$ cat src/fcs_pkg.sv
//------------------------------------------------------------
// Package
//------------------------------------------------------------
// Purpose: Shared constants and types of the flash CRC scanner
// Assumes: Single peripheral clock domain
// Notes:   Bit positions refer to the write data ports
package fcs_pkg;

   // CRC constants
   localparam logic [15:0] CRC_INIT     = 16'hFFFF;
   localparam logic [15:0] CRC_POLY     = 16'h1021;

   // Timing in peripheral clock cycles
   localparam int          START_DELAY  = 3;
   localparam int          FETCH_PERIOD = 3;
   localparam logic [1:0]  START_LOAD   = 2'(START_DELAY - 2);
   localparam logic [1:0]  FETCH_LAST   = 2'(FETCH_PERIOD - 1);

   // Control write data bit positions
   localparam int          CTRL_ENABLE  = 0;
   localparam int          CTRL_NMI_TRIGGER_ENABLE   = 1;
   localparam int          CTRL_RESET   = 2;

   // Status write data bit positions
   localparam int          STAT_BUSY    = 0;
   localparam int          STAT_OK      = 1;

   // Section select codes
   localparam logic [1:0]  SRC_FLASH    = 2'h0;
   localparam logic [1:0]  SRC_APPBOOT  = 2'h1;
   localparam logic [1:0]  SRC_BOOT     = 2'h2;

   // Access mode codes
   localparam logic [1:0]  MODE_RUN     = 2'h0;
   localparam logic [1:0]  MODE_INIT    = 2'h1;

   // Reset values
   localparam logic [1:0]  MODE_RST     = 2'h0;
   localparam logic [1:0]  SRC_RST      = 2'h0;

   typedef enum logic [1:0] {
      ST_IDLE,
      ST_START,
      ST_SCAN
   } fcs_state_t;

endpackage

$ cat src/fcs_crc_byte.sv
//------------------------------------------------------------
// CRC byte step
//------------------------------------------------------------
// Purpose: One CCITT CRC update over a byte, MSB first
// Assumes: Purely combinational
// Notes:   Chained twice per flash word by the scanner
`timescale 1ns/100ps
module fcs_crc_byte
   import fcs_pkg::*;
(
   input  wire logic [15:0] crcIn,   // Running checksum
   input  wire logic [7:0]  dataIn,  // Byte to fold in
   output logic      [15:0] crcOut   // Updated checksum
);

   // Shift the byte in bit by bit
   always_comb begin
      logic [15:0] c;
      c = crcIn;
      for (int i = 7; i >= 0; i--) begin
         if (c[15] ^ dataIn[i]) begin
            c = {c[14:0], 1'b0} ^ CRC_POLY;
         end else begin
            c = {c[14:0], 1'b0};
         end
      end
      crcOut = c;
   end

endmodule

$ cat src/fcs_scanner.sv
//------------------------------------------------------------
// Scanner top
//------------------------------------------------------------
// Purpose: Flash CRC scanner with debugger and reset-init hooks
// Assumes: Flash word valid the cycle after the registered read
// Notes:   Section end inputs are byte addresses of the last byte
`timescale 1ns/100ps
module fcs_scanner
   import fcs_pkg::*;
#(
   parameter int AW = 16
)(
   input  wire logic          clk,          // Peripheral clock
   input  wire logic          rst_b,        // System reset, sync
   input  wire logic          clkEn,        // Freezes state when low
   input  wire logic          ctrlWrCpu,    // CPU control write
   input  wire logic          ctrlWrDbg,    // Debugger control write
   input  wire logic [2:0]    ctrlWdata,    // Reset, nmi en, enable
   input  wire logic          cfgWrCpu,     // CPU config write
   input  wire logic          cfgWrDbg,     // Debugger config write
   input  wire logic [3:0]    cfgWdata,     // Mode[3:2], src[1:0]
   input  wire logic          statWrDbg,    // Debugger status write
   input  wire logic [1:0]    statWdata,    // Ok, busy
   input  wire logic          dbgAccess,    // Debugger access pulse
   input  wire logic          dbgRelease,   // Internal reg or detach
   input  wire logic          dbgMirrorRd,  // Mirror status read
   input  wire logic          cpuSleep,     // CPU in any sleep mode
   input  wire logic          initPhase,    // Reset init running
   input  wire logic          initScanEn,   // User config: init scan
   input  wire logic [1:0]    initSrc,      // User config: section
   input  wire logic [AW-1:0] bootLast,     // Last boot byte
   input  wire logic [AW-1:0] appLast,      // Last application byte
   input  wire logic [AW-1:0] flashLast,    // Last flash byte
   input  wire logic [15:0]   flashData,    // Fetched word
   output logic               flashRd,      // Word fetch strobe
   output logic      [AW-1:0] flashAddr,    // Word byte address
   output logic               cpuStall,     // Priority access stall
   output logic               enableOut,    // Enable bit
   output logic               nmiEnOut,     // NMI trigger enable
   output logic      [1:0]    modeOut,      // Access mode
   output logic      [1:0]    srcOut,       // Section select
   output logic               busyOut,      // Busy flag
   output logic               okOut,        // Pass flag
   output logic               nmiReq,       // Non-maskable interrupt
   output logic               dbgBusy,      // Mirrored busy
   output logic               dbgOk,        // Mirrored pass flag
   output logic               cpuInitHold   // Hold CPU in init
);

   typedef struct packed {
      fcs_state_t    st;
      logic          enable;
      logic          nmi_trigger_enable;
      logic [1:0]    mode;
      logic [1:0]    src;
      logic          busy;
      logic          ok;
      logic          nmi;
      logic          hold;
      logic [1:0]    startCnt;
      logic [1:0]    fetchCnt;
      logic          flashRd;
      logic          rdPend;
      logic [AW-1:0] addr;
      logic [15:0]   crc;
      logic          stall;
      logic          dbgBusy;
      logic          dbgOk;
      logic          initDone;
      logic          initHold;
   } fcs_regs_t;

   fcs_regs_t q_q;
   fcs_regs_t q_d;

   logic          ctrlWr;
   logic          cfgWr;
   logic          startAcc;
   logic          doReset;
   logic          go;
   logic          done;
   logic [15:0]   crcLo;
   logic [15:0]   crcHi;
   logic [AW-1:0] lastByte;

   //------------------------------------------------------------
   // CRC datapath
   //------------------------------------------------------------
   // Low byte first: it is the lower address
   fcs_crc_byte u_crcLo (
      .crcIn  (q_q.crc),
      .dataIn (flashData[7:0]),
      .crcOut (crcLo)
   );

   fcs_crc_byte u_crcHi (
      .crcIn  (crcLo),
      .dataIn (flashData[15:8]),
      .crcOut (crcHi)
   );

   //------------------------------------------------------------
   // Decode
   //------------------------------------------------------------
   // Section end and write qualifiers
   always_comb begin
      unique case (q_q.src)
         SRC_FLASH:   lastByte = flashLast;
         SRC_APPBOOT: lastByte = appLast;
         default:     lastByte = bootLast;
      endcase
      ctrlWr   = (ctrlWrCpu | ctrlWrDbg) & ~q_q.nmi;
      cfgWr    = (cfgWrCpu | cfgWrDbg) & ~q_q.nmi;
      doReset  = ctrlWr & ctrlWdata[CTRL_RESET] & (~q_q.nmi_trigger_enable | ~q_q.busy);
      startAcc = ctrlWr & ctrlWdata[CTRL_ENABLE] & ~doReset;
      go       = ~cpuSleep & ~q_q.hold;
      done     = q_q.rdPend & (q_q.st == ST_SCAN)
               & ({q_q.addr[AW-1:1], 1'b1} == lastByte);
   end

   //------------------------------------------------------------
   // Next state
   //------------------------------------------------------------
   always_comb begin
      q_d         = q_q;
      q_d.flashRd = 1'b0;
      q_d.rdPend  = q_q.flashRd;
      // Word consumed one cycle after fetch
      if (q_q.rdPend && q_q.st == ST_SCAN) begin
         q_d.crc  = crcHi;
         q_d.addr = q_q.addr + AW'(2);
         if (done) begin
            q_d.st   = ST_IDLE;
            q_d.busy = 1'b0;
            q_d.ok   = (crcHi == 16'h0000);
            if (crcHi != 16'h0000 && q_q.nmi_trigger_enable) begin
               q_d.nmi = 1'b1;
            end
            if (crcHi == 16'h0000) begin
               q_d.initHold = 1'b0;
            end
         end
      end
      // Start countdown and fetch cadence
      if (q_q.st == ST_START && go) begin
         if (q_q.startCnt == 2'h0) begin
            q_d.st = ST_SCAN;
         end else begin
            q_d.startCnt = q_q.startCnt - 2'h1;
         end
      end
      if (q_q.st == ST_SCAN && go && !done) begin
         q_d.fetchCnt = (q_q.fetchCnt == FETCH_LAST) ? 2'h0
                      : q_q.fetchCnt + 2'h1;
         if (q_q.fetchCnt == 2'h0) begin
            q_d.flashRd = 1'b1;
         end
      end
      // Debugger hold and release
      if (dbgAccess) begin
         q_d.hold = 1'b1;
      end else if ((dbgRelease || dbgMirrorRd) && q_q.hold) begin
         q_d.hold = 1'b0;
         if (q_q.busy && q_q.st == ST_SCAN) begin
            q_d.st       = ST_START;
            q_d.startCnt = START_LOAD;
            q_d.fetchCnt = 2'h0;
            q_d.addr     = '0;
            q_d.crc      = CRC_INIT;
            q_d.flashRd  = 1'b0;
         end
      end
      // Control and config writes
      if (ctrlWr) begin
         q_d.enable = ctrlWdata[CTRL_ENABLE];
         if (!q_q.busy && ctrlWdata[CTRL_NMI_TRIGGER_ENABLE]) begin
            q_d.nmi_trigger_enable = 1'b1;
         end
      end
      if (cfgWr && !q_q.busy) begin
         q_d.mode = cfgWdata[3:2];
         q_d.src  = cfgWdata[1:0];
      end
      // Debugger status write
      if (statWrDbg && !q_q.nmi) begin
         if (!statWdata[STAT_OK]) begin
            q_d.ok = 1'b0;
            if (q_q.nmi_trigger_enable) begin
               q_d.nmi = 1'b1;
            end
         end else begin
            q_d.ok = 1'b1;
         end
         if (statWdata[STAT_BUSY]) begin
            q_d.busy     = 1'b1;
            q_d.st       = ST_START;
            q_d.startCnt = START_LOAD;
            q_d.fetchCnt = 2'h0;
            q_d.addr     = '0;
            q_d.crc      = CRC_INIT;
            q_d.flashRd  = 1'b0;
         end else begin
            q_d.busy    = 1'b0;
            q_d.st      = ST_IDLE;
            q_d.flashRd = 1'b0;
         end
      end
      // Enable or reset-init start
      if (startAcc || (initPhase && initScanEn && !q_q.initDone
                       && !q_q.nmi)) begin
         if (!startAcc) begin
            q_d.enable   = 1'b1;
            q_d.mode     = MODE_INIT;
            q_d.src      = initSrc;
            q_d.initDone = 1'b1;
            q_d.initHold = 1'b1;
         end
         q_d.busy     = 1'b1;
         q_d.st       = ST_START;
         q_d.startCnt = START_LOAD;
         q_d.fetchCnt = 2'h0;
         q_d.addr     = '0;
         q_d.crc      = CRC_INIT;
         q_d.flashRd  = 1'b0;
      end
      // Reset strobe clears enable, mode, section, busy, pass flag and state
      if (doReset) begin
         q_d.enable  = 1'b0;
         q_d.mode    = MODE_RST;
         q_d.src     = SRC_RST;
         q_d.busy    = 1'b0;
         q_d.ok      = 1'b0;
         q_d.st      = ST_IDLE;
         q_d.flashRd = 1'b0;
      end
      if (initPhase && initScanEn && !q_q.initDone) begin
         q_d.initDone = 1'b1;
      end
      q_d.nmi     = q_d.nmi | q_q.nmi;
      q_d.stall   = q_d.busy & (q_d.st == ST_SCAN);
      q_d.dbgBusy = q_q.busy;
      q_d.dbgOk   = q_q.ok;
   end

   //------------------------------------------------------------
   // State register
   //------------------------------------------------------------
   always_ff @(posedge clk) begin
      if (!rst_b) begin
         q_q          <= '0;
         q_q.st       <= ST_IDLE;
         q_q.mode     <= MODE_RST;
         q_q.src      <= SRC_RST;
         q_q.crc      <= CRC_INIT;
      end else if (clkEn) begin
         q_q <= q_d;
      end
   end

   // Outputs straight from flops
   assign flashRd     = q_q.flashRd;
   assign flashAddr   = q_q.addr;
   assign cpuStall    = q_q.stall;
   assign enableOut   = q_q.enable;
   assign nmiEnOut    = q_q.nmi_trigger_enable;
   assign modeOut     = q_q.mode;
   assign srcOut      = q_q.src;
   assign busyOut     = q_q.busy;
   assign okOut       = q_q.ok;
   assign nmiReq      = q_q.nmi;
   assign dbgBusy     = q_q.dbgBusy;
   assign dbgOk       = q_q.dbgOk;
   assign cpuInitHold = q_q.initHold;
endmodule

$ cat config.mk
export PLATFORM = sky130hd
export DESIGN_NAME = fcs_scanner
export DESIGN_NICKNAME = d
export VERILOG_FILES = /design/src/fcs_pkg.sv /design/src/fcs_crc_byte.sv /design/src/fcs_scanner.sv
export SDC_FILE = /design/constraint.sdc
export NUM_CORES = 1
export LEC_CHECK = 0
export ABC_AREA = 1
export BUFFER_PORTS_ARGS = -buffer_cell sky130_fd_sc_hd__buf_2
export CAP_MARGIN = 40
export CORE_UTILIZATION = 45
export DETAILED_ROUTE_END_ITERATION = 12
export PLACE_DENSITY = 0.7
export SLEW_MARGIN = 0
export SYNTH_ARGS = -nofsm -noshare
export SYNTH_HDL_FRONTEND = slang
export SYNTH_SLANG_ARGS = --single-unit
export TNS_END_PERCENT = 1
$ cat constraint.sdc
create_clock -name clk -period 2.3 [get_ports clk]
set_input_delay 0.115 -clock clk [delete_from_list [all_inputs] [get_ports clk]]
set_output_delay 0.115 -clock clk [all_outputs]
set_load 0.1 [all_outputs]
=== After elaboration in Yosys (flattened, before gate mapping) ===
Index checks and enable logic that the tools add are counted.

* Flip-flop bits (word level): 55
* Input bits: 89
* Output and inout port bits: 30
* Logic and storage cells: 183

* Add/subtract/negate cells: 3
* Eq/ne operators: 7
* Mux-type cells: 69
* Bitwise logic cells: 52
* Reductions and logical operators: 32

{| class="wikitable"
|+ Operators by type and width
! kind !! count
|-
| $mux W32 || 7
|-
| $mux W13 || 16
|-
| $not A3 Y3 || 16
|-
| $pmux W16 S2 || 1
|-
| $mux W2 || 14
|-
| $mux W5 || 5
|-
| $mux W3 || 6
|-
| $add A16 B2 Y16 const B || 1
|-
| $eq A16 B16 Y1 || 1
|-
| $logic_not A16 Y1 || 1
|-
| $reduce_bool A16 Y1 || 1
|-
| $xor A1 B1 Y1 || 16
|-
| $mux W1 || 15
|-
| $logic_and A1 B1 Y1 || 13
|-
| $mux W4 || 3
|-
| $mux W6 || 2
|-
| $and A1 B1 Y1 || 10
|-
| $reduce_and A3 Y1 || 3
|-
| $eq A2 B2 Y1 const B || 3
|-
| $logic_not A2 Y1 || 3
|-
| $not A1 Y1 || 6
|-
| $reduce_bool A3 Y1 || 2
|-
| $eq A2 B1 Y1 const B || 2
|-
| $logic_not A1 Y1 || 4
|-
| 7 further kinds || 12
|}

=== Depth between registers and ports, before layout ===
* Depth in word-level cells: 43
* Mapped depth: 19
* Gate-level depth less buffers: 19

=== Cells and area by module ===
Synthesis repeated with hierarchy kept, for this count alone.

* Cells, all modules: 722
* Area, all modules: 4325.4 um2

{| class="wikitable"
|+ By module, submodules not included
! module !! instances !! cells an instance !! area each (um2) !! sequential area each (um2)
|-
| fcs_scanner || 1 || 506 || 3384.5 || 1101.1
|-
| fcs_crc_byte || 2 || 108 || 470.5 || 0.0
|}

=== Worst setup path before layout ===
No wires, ideal clock.

* Kind: flip-flop to flip-flop
* From: register q_q, in the netlist nmiReq
* To: register q_q, in the netlist flashAddr[14]
* Library setup time: 0.065 ns
* Arrival: 2.385 ns
* Data required time: 2.235 ns
* Slack: -0.150 ns
* Stages on the path, launching flop included: 12
* Path buffers: 1
* Period minus slack after synthesis: 2.450 ns
* Cells stage by stage: dfxtp_1 -> inv_1 -> o21ai_1 -> nor2_1 -> nand2_1 -> nand2_1 -> a21oi_2 -> nand2_1 -> nand2_1 -> nand2_1 -> buf_4 -> nor2_1

* Longest elaborated chain between the ends: 8
* Elaborated cells on any way between the ends: 13
* Those cells by class: mux (2); bitwise (7); reduce/logical (4)

{| class="wikitable"
|+ RTL lines
! element !! line !! source
|-
| start: declaration || fcs_scanner.sv:73 || <nowiki>fcs_regs_t q_q;</nowiki>
|-
| start signal: assignment || fcs_scanner.sv:256 || <nowiki>q_q <= q_d;</nowiki>
|-
| $not A1 Y1 || fcs_scanner.sv:112 || <nowiki>ctrlWr = (ctrlWrCpu | ctrlWrDbg) & ~q_q.nmi;</nowiki>
|-
| $and A1 B1 Y1 || fcs_scanner.sv:112 ||
|-
| $and A1 B1 Y1 (2 in series) || fcs_scanner.sv:114 || <nowiki>doReset = ctrlWr & ctrlWdata[CTRL_RESET] & (~q_q.nmi_trigger_enable | ~q_q.busy);</nowiki>
|-
| $not A1 Y1 || fcs_scanner.sv:115 || <nowiki>startAcc = ctrlWr & ctrlWdata[CTRL_ENABLE] & ~doReset;</nowiki>
|-
| $and A1 B1 Y1 || fcs_scanner.sv:115 ||
|-
| $logic_or A1 B1 Y1 || fcs_scanner.sv:209 || <nowiki>if (startAcc || (initPhase && initScanEn && !q_q.initDone</nowiki>
|-
| $mux W32 * || fcs_scanner.sv:209 ||
|}

Mark *: on every way between the ends. The rest lies on a longest branch, timed or not.
A chain may end at the register's enable or synchronous reset.

=== Worst setup path after layout ===
* From: register q_q, in the netlist srcOut[1]
* To: register q_q, in the netlist okOut

* Longest elaborated chain between the ends: 6
* Elaborated cells on any way between the ends: 7
* Those cells by class: eq/ne (2); mux (1); bitwise (1); reduce/logical (3)

{| class="wikitable"
|+ RTL lines
! element !! line !! source
|-
| $eq A2 B1 Y1 / $logic_not A2 Y1 (equally long branches) || fcs_scanner.sv:107 || <nowiki>unique case (q_q.src)</nowiki>
|-
| $pmux W16 S2 * || fcs_scanner.sv:107 ||
|-
| $eq A16 B16 Y1 * || fcs_scanner.sv:118 || <nowiki>& ({q_q.addr[AW-1:1], 1'b1} == lastByte);</nowiki>
|-
| $and A1 B1 Y1 * || fcs_scanner.sv:118 ||
|-
| $reduce_bool A3 Y1 (no source line) * || - ||
|-
| $reduce_and A3 Y1 (no source line) * || - ||
|}

Marks and branches as above.

==> qor.yml <==
pwr:
  p_per_area_nw_per_um2: 516.7
  p_leak_nw: 2.519
  ir_drop_mv: 0.2831
logic_synthesis:
  synth_cell_type_count: 41
  avgSynthCellArea_um2: 6.191
  synthTopCellsByArea: "dfxtp_1 25%, nand2_1 17%, inv_1 6.7%"
  synth_ff_type: "dfxtp_1"
  synth_seq_area_share_pct: 25.01
  synth_top_area_share_pct: 25.01
  yosys_warnings: 0
  syn_inst: 711
  syn_nets: 801
  syn-cell-area_um2: 4402
  yosys_register_bits: 55
  synth_top_area_cell: "dfxtp_1"
  synthArstFlopShare_pct: 0
  synth_edf_count: 0
global_routing:
  grt_pass1_wl_um: 20360
  grt_pass1_vias: 4448
  grt_max_degree: 32
  antenna_found_initial: 0
  grt_usage_pct: 24.85
  overflow: 0
min_path:
  hold_path.class: "input port to flop"
  worstHoldEndpoint: "q_q[43]$_SDFFE_PN0P_"
  hold_path_startpoint: "dbgAccess"
  hold_depth: 3
critical_path:
  cp.arrival_ns: 2.38
  crit_path_end_kind: "flop"
  r2r_cells: 11
  reg2reg_from: "srcOut[1]$_SDFFE_PN0P_"
  r2r_end: "okOut$_SDFFE_PN0P_"
  r2r_slack_ns: 0.17
  critPathKind: "flop to flop"
  required_ns: 2.55
  startpoint_type: "flop"
  cp_max_fo: 16
timing:
  final.setup.tns_ns: 0
  worst_slack_ns: 0.1721
  worst_clock_skew_ns: 0.01447
  final.period_utilization_pct: 92.52
  rsz0062_at_grt: "no"
  tightest_slew_ns: 0.6319
  final.min_clock_period_ns: 2.128
  fmax_mhz: 470.0
  relSlewSlack_pct: 57.55
  hold_violations: 0
  slew_viol_final: 0
  finalSetupViolCount: 0
final_layout:
  seq_area_um2: 1107
  mostFrequentLayoutCells: "200 x nand2_1, 118 x buf_2, 79 x inv_1"
  final_core_util_pct: 54.50
  multi_input_area_um2: 2743
  drive_gt1_share_pct: 24.44
  area_delta_synth_final_pct: 16.03
  mostFrequentLayoutCell: "nand2_1"
  layout.nets: 899
  nFillCells: 990
  antenna_cells: 0
route:
  vias: 4881
  avgRoutedWirePerCell_um: 13.41
  routed_via_density: 5.198
  ant_nets: 0
  first_pass_iters: 4
  first_iter_violations: 218
  routed_wl_um: 12600
  route.detailed.drc: 0
cts:
  holdBufCountCts: 0
  htreeDepth: 2
  path_clk_slew_ns: 0.12
  clkLatencyLatePin_ns: 0.32
  cts_root_buffer: "clkbuf_8"
  clockBufferDepth: 2
  cts_made_buffers: 5
  tritoncts: "yes"
  clock_sinks: 55
placed_design:
  dp_hpwl_um: 10060
  dp_slack_ns: 0.06922
  place_congestion: 0.9588
  portBuffers: 118
floorplanning:
  row_count: 35
  core_area_um2: 9371
  fp.dieArea_um2: 10180
  die_h_um: 100.9
  die_w_um: 100.9
  num_io_pins: 119
  initial_core_util_pct: 46.97
run:
  max_cap_viol_count: 0
outcome:
  status: "complete, no violations"
[area by class of cell]
class	count	area share [%]
Multi-Input combinational cell	532	53.70
Sequential cell	55	21.68
Timing Repair Buffer	130	13.33
Inverter	85	6.247
Tap cell	129	3.160
Clock buffer	5	1.347
Clock inverter	3	0.5390
[cells in the mapped netlist, types with 7 or more instances]
library cell  instances
a21oi_1              50
clkbuf_1             13
nor3_1               12
inv_1                79
nand3_1              44
nand2_4               7
xor2_1               23
buf_4                21
nand2_1             200
o21ai_0              16
dfxtp_1              55
nand4_1              18
xnor2_1               9
o211ai_1              7
nand2_2              25
o221ai_1             13
nor2_1               68
[power breakdown]
group          switching, mW  internal [mW]
clock network          0.366          0.227
logic                  0.691          0.325
registers             0.0382          0.992
[metal layers]
layer / up-vias / share of wire [%] / global-route usage (%)
li1: 2483 / - / -
met1: 2203 / 45 / 31.00
met2: 172 / 47 / 45.21
met3: 23 / 5.5 / 2.566
met4: 0 / 2.4 / 6.800
met5: - / 0 / 0
[sequential cells by signal, summed over array words and instances (netlist names)]
register	flops
modeOut	2
dbgOk	1
flashAddr	16
srcOut	2
busyOut	1
cpuStall	1
cpuInitHold	1
nmiReq	1
enableOut	1
flashRd	1
okOut	1
q_q	25
dbgBusy	1
nmiEnOut	1
[worst max-delay path, cell delays in order, from the launching register on]
cell and delay (ns):
dfxtp_2 0.39, nor2_4 0.32, nand2_1 0.08, nand3_1 0.19, xor2_1 0.10, nor2_1 0.13, nand4_1 0.20, nor2_4 0.23
nand4_1 0.16, nand2_1 0.09, nand2_1 0.05, a21oi_1 0.11
[how the worst max path moves through the flow]
stage | depth (start not counted) | start | endpoint
2_1_floorplan | 11 | nmiReq$_SDFFE_PN0P_ | flashAddr[14]$_SDFFE_PN0P_
3_3_place_gp | 12 | srcOut[1]$_SDFFE_PN0P_ | cpuStall$_SDFFE_PN0P_
3_5_place_dp | 11 | srcOut[1]$_SDFFE_PN0P_ | okOut$_SDFFE_PN0P_
4_1_cts | 11 | srcOut[1]$_SDFFE_PN0P_ | okOut$_SDFFE_PN0P_
5_1_grt | 14 | srcOut[1]$_SDFFE_PN0P_ | cpuStall$_SDFFE_PN0P_
6_report | 11 | srcOut[1]$_SDFFE_PN0P_ | okOut$_SDFFE_PN0P_
[logic make-up (layout without fill, tap and decap cells)]
kind of cell,after synthesis,after routing,synth area share [%]
xor gates and xnor gates,33,33,6.737
muxes,1,1,0.2274
and+or+nand+nor,394,394,41.05
buffers and inverters,124,223,12.79
AOI/OAI and AO/OA,103,103,13.90
DFF,55,55,25.01
adders and majority gates,1,1,0.2842
[through the flow]
step | hold slack [ns] | instance area [µm²] | std cells | total power [mW]
6_report | 0.04901 | 5107 | 939 | 2.639
5_1_grt | 0.04641 | 5107 | 939 | 2.801
4_1_cts | 0.04350 | 5100 | 939 | 2.650
3_5_place_dp | 0.3939 | 5004 | 931 | 2.058
3_3_place_gp | 0.3865 | 5004 | 931 | 2.047
2_1_floorplan | 0.2640 | 4405 | 711 | 1.801
[what timing repair did]
| item | CTS | global route |
|---|---|---|
| resized for setup | 0 | 3 |
| buffers inserted | 0 | 0 |
| setup endpoints to repair | 0 | 4 |
(Power assumes the default switching activity.)
